## src/design/byte_port_pkg.sv

```systemverilog
package byte_port_pkg;
    localparam int DATA_W = 8;
    localparam logic [7:0] DATA_RST = 8'h00;
    localparam int SYNC_STAGES = 3;
    localparam logic SYNC_RST = 1'b0;
    localparam logic REQ_IDLE_N = 1'b1;

    typedef enum logic [0:0]
    {
        MODE_INPUT = 1'b0,
        MODE_OUTPUT = 1'b1
    } port_mode_t;

    typedef struct packed
    {
        logic strobe;
        logic select_first;
        logic select_second;
        logic clear_n;
        logic mode;
    } ctrl_pins_t;
endpackage : byte_port_pkg

```

## src/design/byte_port.sv

```systemverilog
module byte_port (
    input wire logic sys_clk,
    input wire logic rstn,
    input wire logic mode,
    input wire logic strobe,
    input wire logic select_first,
    input wire logic select_second,
    input wire logic clear_n,
    input wire logic [7:0] data_in,
    output logic [7:0] data_out,
    output logic data_oe,
    output logic service_request_n
);
    // ------------------------------------------------------------
    // Pin synchronisation
    // ------------------------------------------------------------
    byte_port_pkg::ctrl_pins_t raw_w;
    byte_port_pkg::ctrl_pins_t pin_w;
    logic [7:0] d1_r;
    logic [7:0] d2_r;
    logic [7:0] d3_r;
    logic [7:0] din_r;

    assign raw_w = '{strobe: strobe, select_first: select_first, select_second: select_second,
                     clear_n: clear_n, mode: mode};

    pin_sync #(.W(5)) u_sync (
        .sys_clk(sys_clk),
        .rstn(rstn),
        .pin_in(raw_w),
        .pin_level(pin_w)
    );

    // Data runs through the same depth so it lines up with the strobe
    always_ff @(posedge sys_clk)
    begin
        if (!rstn)
        begin
            d1_r <= byte_port_pkg::DATA_RST;
            d2_r <= byte_port_pkg::DATA_RST;
            d3_r <= byte_port_pkg::DATA_RST;
            din_r <= byte_port_pkg::DATA_RST;
        end
        else
        begin
            d1_r <= data_in;
            d2_r <= d1_r;
            d3_r <= d2_r;
            if (d2_r == d3_r)
            begin
                din_r <= d3_r;
            end
        end
    end

    // ------------------------------------------------------------
    // Decode
    // ------------------------------------------------------------
    logic strobe_d_r;
    logic sel_d_r;

    // Falling edge of a level seen one cycle apart
    function automatic logic fell_edge(input logic prev, input logic cur);
        return prev & ~cur;
    endfunction : fell_edge

    wire sel_w = pin_w.select_first & pin_w.select_second;
    wire out_mode_w = pin_w.mode == byte_port_pkg::MODE_OUTPUT;
    wire strobe_fall_w = fell_edge(strobe_d_r, pin_w.strobe);
    // Edge polarity is a detail of the detector only
    wire sel_end_w = fell_edge(sel_d_r, sel_w);
    wire transp_w = out_mode_w ? (sel_w & pin_w.strobe) : pin_w.strobe;

    logic [7:0] reg_r;
    logic [7:0] reg_nxt;
    logic sr_n_r;
    logic sr_n_nxt;

    always_comb
    begin
        reg_nxt = reg_r;
        if (!pin_w.clear_n)
        begin
            reg_nxt = byte_port_pkg::DATA_RST;
        end
        if (transp_w)
        begin
            reg_nxt = din_r;
        end
    end

    always_comb
    begin
        sr_n_nxt = sr_n_r;
        if (!out_mode_w)
        begin
            if (sel_end_w || !pin_w.clear_n)
            begin
                sr_n_nxt = 1'b1;
            end
            if (strobe_fall_w)
            begin
                sr_n_nxt = 1'b0;
            end
        end
        else
        begin
            if (strobe_fall_w || !pin_w.clear_n)
            begin
                sr_n_nxt = 1'b1;
            end
            // Glitchy selects would land here falsely
            if (sel_end_w && pin_w.clear_n)
            begin
                sr_n_nxt = 1'b0;
            end
        end
    end

    // ------------------------------------------------------------
    // State
    // ------------------------------------------------------------
    always_ff @(posedge sys_clk)
    begin
        if (!rstn)
        begin
            strobe_d_r <= byte_port_pkg::SYNC_RST;
            sel_d_r <= byte_port_pkg::SYNC_RST;
            reg_r <= byte_port_pkg::DATA_RST;
            sr_n_r <= byte_port_pkg::REQ_IDLE_N;
        end
        else
        begin
            strobe_d_r <= pin_w.strobe;
            sel_d_r <= sel_w;
            reg_r <= reg_nxt;
            sr_n_r <= sr_n_nxt;
        end
    end

    // ------------------------------------------------------------
    // Outputs
    // ------------------------------------------------------------
    assign data_out = reg_r;
    assign data_oe = out_mode_w | sel_w;
    assign service_request_n = sr_n_r;
endmodule : byte_port

```

## src/design/pin_sync.sv

```systemverilog
module pin_sync #(
    parameter int W = 5
) (
    input wire logic sys_clk,
    input wire logic rstn,
    input wire logic [W-1:0] pin_in,
    output logic [W-1:0] pin_level
);
    logic [W-1:0] s1_r;
    logic [W-1:0] s2_r;
    logic [W-1:0] s3_r;

    // Change counts only once the last two stages agree
    always_ff @(posedge sys_clk)
    begin
        if (!rstn)
        begin
            s1_r <= '0;
            s2_r <= '0;
            s3_r <= '0;
            pin_level <= '0;
        end
        else
        begin
            s1_r <= pin_in;
            s2_r <= s1_r;
            s3_r <= s2_r;
            for (int i = 0; i < W; i++)
            begin
                if (s2_r[i] == s3_r[i])
                begin
                    pin_level[i] <= s3_r[i];
                end
            end
        end
    end
endmodule : pin_sync

```

## config.mk

```make
export PLATFORM = sky130hd
export DESIGN_NAME = byte_port
export DESIGN_NICKNAME = d
export VERILOG_FILES = /design/src/design/byte_port_pkg.sv /design/src/design/byte_port.sv /design/src/design/pin_sync.sv
export SDC_FILE = /design/constraint.sdc
export NUM_CORES = 1
export LEC_CHECK = 0
export BUFFER_PORTS_ARGS = -buffer_cell sky130_fd_sc_hd__buf_2
export CAP_MARGIN = 20
export CORE_MARGIN = 10
export CORE_UTILIZATION = 49
export DETAILED_ROUTE_END_ITERATION = 8
export GPL_TIMING_DRIVEN = 1
export PLACE_DENSITY = 0.69
export SYNTH_ARGS = -nofsm -noshare
export SYNTH_HDL_FRONTEND = slang
export SYNTH_SLANG_ARGS = --single-unit
```

## constraint.sdc

```tcl
create_clock -name sys_clk -period 1.65 [get_ports sys_clk]
set_input_delay 0.0825 -clock sys_clk [delete_from_list [all_inputs] [get_ports sys_clk]]
set_output_delay 0.0825 -clock sys_clk [all_outputs]
set_load 0.1 [all_outputs]
```

==> out/metrics.yaml, run 1 <==
placement:
  hpwlAfterDp_mm: 2.15
  port_buffers: 24
  gp_congestion: 0.683
  dpl-instance-area_sq_um: 2240
logic_synthesis:
  synth_area_sq_um: 2080
  synth_edf_count: 0
  synthTopCellsByArea: "dfxtp_1 (61%), and2_1 (12%), nand2_1 (5.4%), a21boi_0 (4.7%), mux2i_1 (3.8%)"
  postSynthAreaPerCell_sq_um: 10.5
  ys_seq_area_share_pct: 60.6
  synth_top_family_by_area: "simple AND/OR/NAND/NOR gates"
  synth-seq-cells: 63
  synthAdderAreaFrac_pct: 0
  synth-compound-area-share_pct: 8.06
  yosys.area.top_type: "dfxtp_1"
  syn-num-nets: 213
  synth_ff_type: "dfxtp_1"
  yosys.area_share.simple_pct: 21.5
  async_reset_ff_share_pct: 0
  netlist_instances: 198
  netlist.area_leader.share_pct: 60.6
  yosysUniqueCellTypes: 22
  muxShareOfSynthArea_pct: 3.85
  ys_warn_count: 0
  synthXorXnorAreaFrac_pct: 3.37
global_routing:
  grt_pass1_vias: 1408
  antenna_found_initial: 0
  grt_pass1_wl_mm: 5.97
  grt_max_degree: 72
  track_usage_pct: 10.1
  grt.overflow.total: 0
route:
  drc: 0
  via_per_inst: 4.71
  wl_per_cell_um: 11.2
  num_vias: 1375
  drt_iter0_drc: 67
  drt.antenna.violating_nets: 0
  first_pass_iters: 4
  wirelength_mm: 3.28
die:
  die_h_um: 85.2
  die_w_um: 85.2
  die_area_sq_um: 7250
  coreArea_sq_um: 4060
  num_rows: 23
  ioPinCount: 25
  start_util_pct: 51.3
worst_setup_path:
  slowest_delay_ps: 420
  crit_required_ps: 1570
  cp_max_fo: 5
  crit_slowest_cell: "buf_2"
  worst-path-buf-inv: 1
  cpLargestDelayFamily: "buffers and inverters"
  worstSetupEndpointType: "output port"
  path_cells: "nand2_1 -> nand2b_1 -> buf_2"
  cp.arrival_ps: 1370
  crit_type: "register to output port"
  startpoint_type: "register"
cts:
  cts_max_path_buffers: 2
  cts_tree: "yes"
  postCtsHoldBufs: 13
  insertion_delay_ps: 330
  clkTransAtPathRegs_ps: 60
  cts_buffers: 9
  clock_sinks: 63
  ctsResizeCount: 0
  post_cts_buffers: 0
  cts-root-buf: "clkbuf_8"
  cts_max_level: 3
cells_and_area:
  area_growth_pct: 22.4
  final_cell_mix: "dfxtp_1 (63), and2_1 (40), nand2_1 (30)"
  drive_above_1_share_pct: 17.8
  antenna_cells: 0
  layout_commonest_cell: "dfxtp_1"
  fillCellCount: 342
  stdcell_area_sq_um: 2550
  nNetsFinal: 253
timing:
  rsz0062_at_grt: "false"
  setup_viol: 0
  drv_slew: 0
  period_minus_slack_ps: 1450
  slew_headroom_pct: 67.4
  hold_viol_final: 0
  finalCritPeriodShare_pct: 88.0
  fmax_mhz: 688
  tightest_slew_ps: 492
  finalSetupTns_ps: 0
  skew_ps: 5.77
power:
  leakagePower_uw: 0.00111
  p_per_area_nw_per_um2: 1150
  max-vdd-ir-drop_v: 0.000687
run_status:
  status: "complete, no violations"
job:
  maxCapViolCount: 0
worst_hold_path:
  hp-class: "input pin to register"
routing by layer:
layer	global-route usage, %	wire [um]	up-vias
met5	0	0	-
met4	7.19	104	0
met3	4.97	227	10
li1	-	-	723
met2	16.3	1490	28
met1	9.87	1460	614
cell families (layout without fill, tap and decap cells):
family	Yosys count	in the layout
mux	8	8
buf+inv	11	55
simple gates	85	85
flops	63	63
compound gates	23	23
xor+xnor	8	8
worst min-delay path: cells and delay by family:
family                 cells  cell delay (ps)
AOI/OAI and AO/OA          1               90
buffers and inverters      2              290
registers in the layout (all words and copies together) (netlist names), 5 cells and up:
name / flops
u_sync.s1_r: 5
d2_r: 8
d1_r: 8
data_out: 8
u_sync.s3_r: 5
u_sync.pin_level: 5
d3_r: 8
u_sync.s2_r: 5
din_r: 8
through the flow:
stage	setup WS, ps	utilization [%]	total power (uW)	cells	hold slack (ps)
global placement	342	55.2	1720	264	288
detailed placement	302	55.2	1720	264	292
finish	197	62.8	2920	292	174
global route	83.2	62.8	3040	292	195
floorplan	160	-	1690	198	210
CTS	168	62.8	2950	292	172
report_power, final:
part	total [uW]	internal, uW	switching (uW)
sequential	1580	1560	16.3
clock	1210	678	527
combinational	134	78.5	55.2
cell usage after synthesis (2+ instances only):
master,number
a21boi_0,13
and2_1,40
clkbuf_1,7
dfxtp_1,63
mux2i_1,8
nand2_1,30
nand3_1,8
nor2b_1,2
nor4_1,2
o21ai_0,6
xor2_1,8
final cells by class:
class | count | area [sq um] | area share (%)
clock buffers | 10 | 128 | 5.01
repair buffers | 39 | 278 | 10.9
clock inverters | 5 | 50.0 | 1.96
well taps | 50 | 62.6 | 2.46
inverters | 1 | 3.75 | 0.147
flip-flops and latches | 63 | 1260 | 49.5
multi-input cells | 124 | 764 | 30.0
final timing paths:
| path | start | endpoint | slack, ps | cells past startpoint |
|---|---|---|---|---|
| max | u_sync.pin_level[3]$_SDFFE_PN0N_ | data_oe | 200 | 3 |
| min reg2reg | d1_r[6]$_SDFF_PN0_ | d2_r[6]$_SDFF_PN0_ | 430 | 1 |
| max reg2reg | d3_r[5]$_SDFF_PN0_ | din_r[3]$_SDFFE_PN0N_ | 300 | 4 |
| min | rstn | service_request_n$_SDFFE_PN1P_ | 170 | 3 |
Power figures use the tool's default switching activity.
==> run 2, diff against run 1 <==
==> constraint.sdc (replaced) <==
create_clock -name sys_clk -period 1.6 [get_ports sys_clk]
set_input_delay 0.08 -clock sys_clk [delete_from_list [all_inputs] [get_ports sys_clk]]
set_output_delay 0.08 -clock sys_clk [all_outputs]
set_load 0.1 [all_outputs]
==> run 2 against run 1 <==
  * Setup slack lost 63 ps
  * Register-to-register slack lost 90 ps
  * Sequential cell count is the same
  * Routed wire length grew 5.0%
  * Sequential power grew 3%
  * Global-route usage grew 0.21 points
  * Clock skew grew 1.4 ps
  * Via count shrank 0.58%
  * Largest power group unchanged
==> out/metrics.yaml, run 2 (same netlist as run 1, synthesis figures left out) <==
cells_and_area:
  layout_commonest_cell: "dfxtp_1"
  stdcell_area_sq_um: 2530  # -0.79%
  nNetsFinal: 253  # unchanged
  fillCellCount: 346  # +1.2%
  drive_above_1_share_pct: 16.5  # -1.2 points
  area_growth_pct: 21.5
  antenna_cells: 0  # unchanged
  final_cell_mix: "dfxtp_1 (63), and2_1 (40), nand2_1 (30)"
route:
  first_pass_iters: 4  # unchanged
  wl_per_cell_um: 11.8  # +5.0%
  via_per_inst: 4.68  # -0.58%
  drc: 0  # unchanged
  drt_iter0_drc: 77  # +15%
  drt.antenna.violating_nets: 0  # unchanged
  num_vias: 1367  # -0.58%
  wirelength_mm: 3.45  # +5.0%
placement:
  hpwlAfterDp_mm: 2.28  # +6.0%
  dpl-instance-area_sq_um: 2240  # unchanged
  port_buffers: 24  # unchanged
  gp_congestion: 0.695  # +1.8%
timing:
  finalSetupTns_ps: 0  # unchanged
  fmax_mhz: 683
  hold_viol_final: 0  # unchanged
  holdWs_ps: 161  # -12.5 ps
  slew_headroom_pct: 67.5  # +0.092 points
  period_minus_slack_ps: 1470
  rsz0062_at_grt: "false"
  skew_ps: 7.22  # +1.45 ps
  tightest_slew_ps: 490  # -1.39 ps
  finalCritPeriodShare_pct: 91.6
  drv_slew: 0  # unchanged
  setup_viol: 0  # unchanged
die:
  ioPinCount: 25  # unchanged
  die_h_um: 85.2  # unchanged
  start_util_pct: 51.3  # unchanged
  coreArea_sq_um: 4060  # unchanged
  die_w_um: 85.2  # unchanged
  num_rows: 23  # unchanged
  die_area_sq_um: 7250  # unchanged
worst_setup_path:
  crit_type: "register to output port"
  cp.arrival_ps: 1390  # +20 ps
  cp_max_fo: 5  # unchanged
  worstSetupEndpointType: "output port"
  crit_required_ps: 1520  # -50 ps
  startpoint_type: "register"
cts:
  cts_max_level: 3  # unchanged
  insertion_delay_ps: 330  # about the same
  cts_tree: "yes"
  clkTransAtPathRegs_ps: 60  # about the same
  clock_sinks: 63  # unchanged
  ctsResizeCount: 0  # unchanged
  cts_max_path_buffers: 2  # unchanged
  cts_buffers: 9  # unchanged
  cts-root-buf: "clkbuf_8"
global_routing:
  track_usage_pct: 10.3  # +0.21 points
  grt.overflow.total: 0  # unchanged
  grt_pass1_vias: 1402  # -0.43%
  grt_pass1_wl_mm: 5.99  # +0.35%
  antenna_found_initial: 0  # unchanged
  grt_max_degree: 72  # unchanged
job:
  maxCapViolCount: 0  # unchanged
power:
  leakagePower_uw: 0.00110  # -1.4%
  max-vdd-ir-drop_v: 0.000590  # -14%
  p_per_area_nw_per_um2: 1140  # -0.29%
worst_hold_path:
  hp-class: "input pin to register"
run_status:
  status: "complete, no violations"
[run 2: changes by cell type in the layout (fill, tap and decap cells not counted)]
cell	delta
clkbuf_8	+1
clkbuf_1	+3
bufinv_16	-1
clkinv_2	-3
[run 2: metrics by stage]
stage	total power (uW)	utilization, %	instances	worst slack (ps)
6_report	2890	62.3	292	135
5_1_grt	3020	62.3	292	69.2
4_1_cts	2920	62.3	292	112
3_5_place_dp	1780	55.2	264	194
3_3_place_gp	1770	55.2	264	291
2_1_floorplan	1750	-	198	110
[run 2: power breakdown]
part	switching, uW	internal [uW]
Sequential	17.4	1610
Combinational	57.3	81.0
Clock	523	595
Total	598	2290
[run 2: per-layer routing]
metal / vias to the layer above / wire length (um) / track usage [%]
li1: 718 / - / -
met1: 612 / 1480 / 10.0
met2: 29 / 1640 / 16.6
met3: 8 / 255 / 5.64
met4: 0 / 75 / 6.74
met5: - / 0 / 0
[run 2: path summary, 6_finish.rpt]
kind              depth (start not counted)  slack (ps)                        endpoint                              from
setup / recovery                          3         130                         data_oe  u_sync.pin_level[3]$_SDFFE_PN0N_
hold / removal                            3         160  service_request_n$_SDFFE_PN1P_                              rstn
setup reg to reg                          4         210           din_r[6]$_SDFFE_PN0N_                d3_r[5]$_SDFF_PN0_
hold reg to reg                           1         430              d2_r[3]$_SDFF_PN0_                d1_r[3]$_SDFF_PN0_
[run 2: critical path, stage by stage (launching register included)]
cell      delay, ps
dfxtp_1         360
nand2_1         160
nand2b_1        110
buf_2           420
[run 2: final cells by class]
class                      count  area, sq um  area share [%]
timing repair buffer          39          278            11.0
multi-input combinational    124          764            30.2
clock buffer                  14          153            6.04
tap                           50         62.6            2.48
inverter                       1         3.75           0.149
clock inverter                 1         5.00           0.198
sequential                    63         1260            49.9
[run 2: repair_timing]
item	in CTS	in global routing
endpoints found under the hold margin	13	0
buffers inserted	0	0
endpoints found under the setup margin	0	0
hold buffers	13	0
==> run 3, diff against run 2 <==
--- a/config.mk
+++ b/config.mk
@@ -7,7 +7,6 @@
 export LEC_CHECK = 0
 export BUFFER_PORTS_ARGS = -buffer_cell sky130_fd_sc_hd__buf_2
 export CAP_MARGIN = 20
-export CORE_MARGIN = 10
 export CORE_UTILIZATION = 49
 export DETAILED_ROUTE_END_ITERATION = 8
 export GPL_TIMING_DRIVEN = 1
==> run 3 against run 2 <==
  * Worst hold slack better by 6.1 ps
  * Critical path depth stayed put
  * Clock-buffer cell count is 1 lower
  * Routed wire length is 4.5% lower
  * Largest cell class unchanged
  * Highest routed layer unchanged
==> out/metrics.yaml, run 3 (same netlist as run 1, synthesis figures left out) <==
run_status:
  status: "complete, no violations"
route:
  drt_iter0_drc: 56  # -27%
  wl_per_cell_um: 11.3  # -4.5%
  first_pass_iters: 4  # unchanged
  wirelength_mm: 3.29  # -4.5%
  drt.antenna.violating_nets: 0  # unchanged
  num_vias: 1401  # +2.5%
  via_per_inst: 4.80  # +2.5%
  drc: 0  # unchanged
global_routing:
  grt_use_met2_pct: 29.0  # +12 points
  antenna_found_initial: 0  # unchanged
  grt.overflow.total: 0  # unchanged
  track_usage_pct: 17.1  # +6.8 points
  grt_max_degree: 28  # -61%
  grtUsageMet3_pct: 6.08  # +0.44 points
  grt_pass1_vias: 1349  # -3.8%
  busiest_layer: "met2"
  grt_use_met1_pct: 18.1  # +8.0 points
  grt_pass1_wl_mm: 5.54  # -7.5%
worst_setup_path:
  cp_max_fo: 5  # unchanged
  slowest_delay_ps: 420  # about the same
  cp.arrival_ps: 1370  # -20 ps
  cpLargestDelayFamily: "buffers and inverters"
  worstSetupEndpointType: "output port"
  crit_slowest_cell: "buf_2"
  crit_required_ps: 1520  # about the same
  worst-path-buf-inv: 1  # unchanged
  path_cells: "nand2_1 -> nand2b_1 -> buf_2"
  startpoint_type: "register"
  crit_type: "register to output port"
placement:
  dpl-instance-area_sq_um: 2230  # -0.22%
  dp.cells: 265  # +0.38%
  gp_congestion: 0.758  # +9.1%
  port_buffers: 24  # unchanged
  hpwlAfterDp_mm: 2.16  # -5.1%
timing:
  drv_slew: 0  # unchanged
  holdWs_ps: 167  # +6.09 ps
  finalSetupTns_ps: 0  # unchanged
  hold_viol_final: 0  # unchanged
  fmax_mhz: 691  # +1.3%
  setup_viol: 0  # unchanged
  rsz0062_at_grt: "false"
  finalCritPeriodShare_pct: 90.4  # -1.1 points
  slew_headroom_pct: 67.6  # about the same
  skew_ps: 5.10  # -2.13 ps
  tightest_slew_ps: 490  # -0.361 ps
  period_minus_slack_ps: 1450  # -18.3 ps
die:
  ioPinCount: 25  # unchanged
  die_area_sq_um: 4510  # -38%
  die_h_um: 67.2  # -21%
  num_rows: 23  # unchanged
  coreArea_sq_um: 4030  # -0.71%
  die_w_um: 67.2  # -21%
  start_util_pct: 51.6  # +0.37 points
cts:
  cts_max_level: 3  # unchanged
  post_cts_buffers: 0  # unchanged
  cts_buffers: 9  # unchanged
  cts_max_path_buffers: 2  # unchanged
  insertion_delay_ps: 320  # about the same
  cts_tree: "yes"
  clock_sinks: 63  # unchanged
  ctsResizeCount: 0  # unchanged
  clkTransAtPathRegs_ps: 60  # about the same
  cts-root-buf: "clkbuf_8"
cells_and_area:
  stdcell_area_sq_um: 2530  # about the same
  nNetsFinal: 254  # +0.40%
  antenna_cells: 0  # unchanged
  finalNonFillerCells: 292  # unchanged
  drive_above_1_share_pct: 17.4  # +0.83 points
  area_growth_pct: 21.5  # about the same
  final_cell_mix: "dfxtp_1 (63), and2_1 (40), nand2_1 (30)"
  layout_commonest_cell: "dfxtp_1"
power:
  power_uw: 2910  # +0.70%
  leakagePower_uw: 0.00110  # +0.46%
  max-vdd-ir-drop_v: 0.000994  # +69%
  p_per_area_nw_per_um2: 1150  # +0.65%
worst_hold_path:
  hp-class: "input pin to register"
job:
  maxCapViolCount: 0  # unchanged
run 3: metal layers:
metal | vias up | wire length [um] | share of wire (%)
met5 | - | 0 | 0
met2 | 27 | 1640 | 50
met4 | 0 | 38 | 1.2
met3 | 6 | 116 | 3.5
li1 | 719 | - | -
met1 | 649 | 1490 | 45
run 3: area by class of cell:
type | count | area [sq um]
Clock buffer | 13 | 159
Clock inverter | 1 | 5.00
Fill cell | 343 | 1500
Inverter | 1 | 3.75
Multi-Input combinational cell | 124 | 764
Sequential cell | 63 | 1260
Tap cell | 50 | 62.6
Timing Repair Buffer | 40 | 273
run 3: power breakdown:
group / switching, uW / internal (uW) / total, uW
Combinational: 58.3 / 79.1 / 137
Sequential: 18.0 / 1610 / 1630
Clock: 511 / 628 / 1140
run 3: tightest hold or removal path, delay by kind of cell:
| family | cells | cell delay, ps |
|---|---|---|
| simple gates | 1 | 100 |
| mux | 1 | 60 |
| buf+inv | 1 | 190 |
run 3: stage by stage:
stage	utilization, %	setup WS [ps]
after floorplan	-	110
after global placement	55.5	292
after detailed placement	55.5	240
after CTS	62.8	139
after global routing	62.8	76.5
final	62.8	153
run 3: timing repair:
action,CTS,global route
hold buffers,13,0
endpoints found under the setup margin,0,0
endpoints found under the hold margin,13,0
run 3: worst paths after layout:
check	from	to	slack, ps	cells after the start
worst max-delay path	u_sync.pin_level[3]$_SDFFE_PN0N_	data_oe	150	3
worst min-delay path	rstn	din_r[1]$_SDFFE_PN0N_	170	3
worst max register to register	d3_r[5]$_SDFF_PN0_	din_r[7]$_SDFFE_PN0N_	230	4
worst min register to register	d1_r[2]$_SDFF_PN0_	d2_r[2]$_SDFF_PN0_	430	1
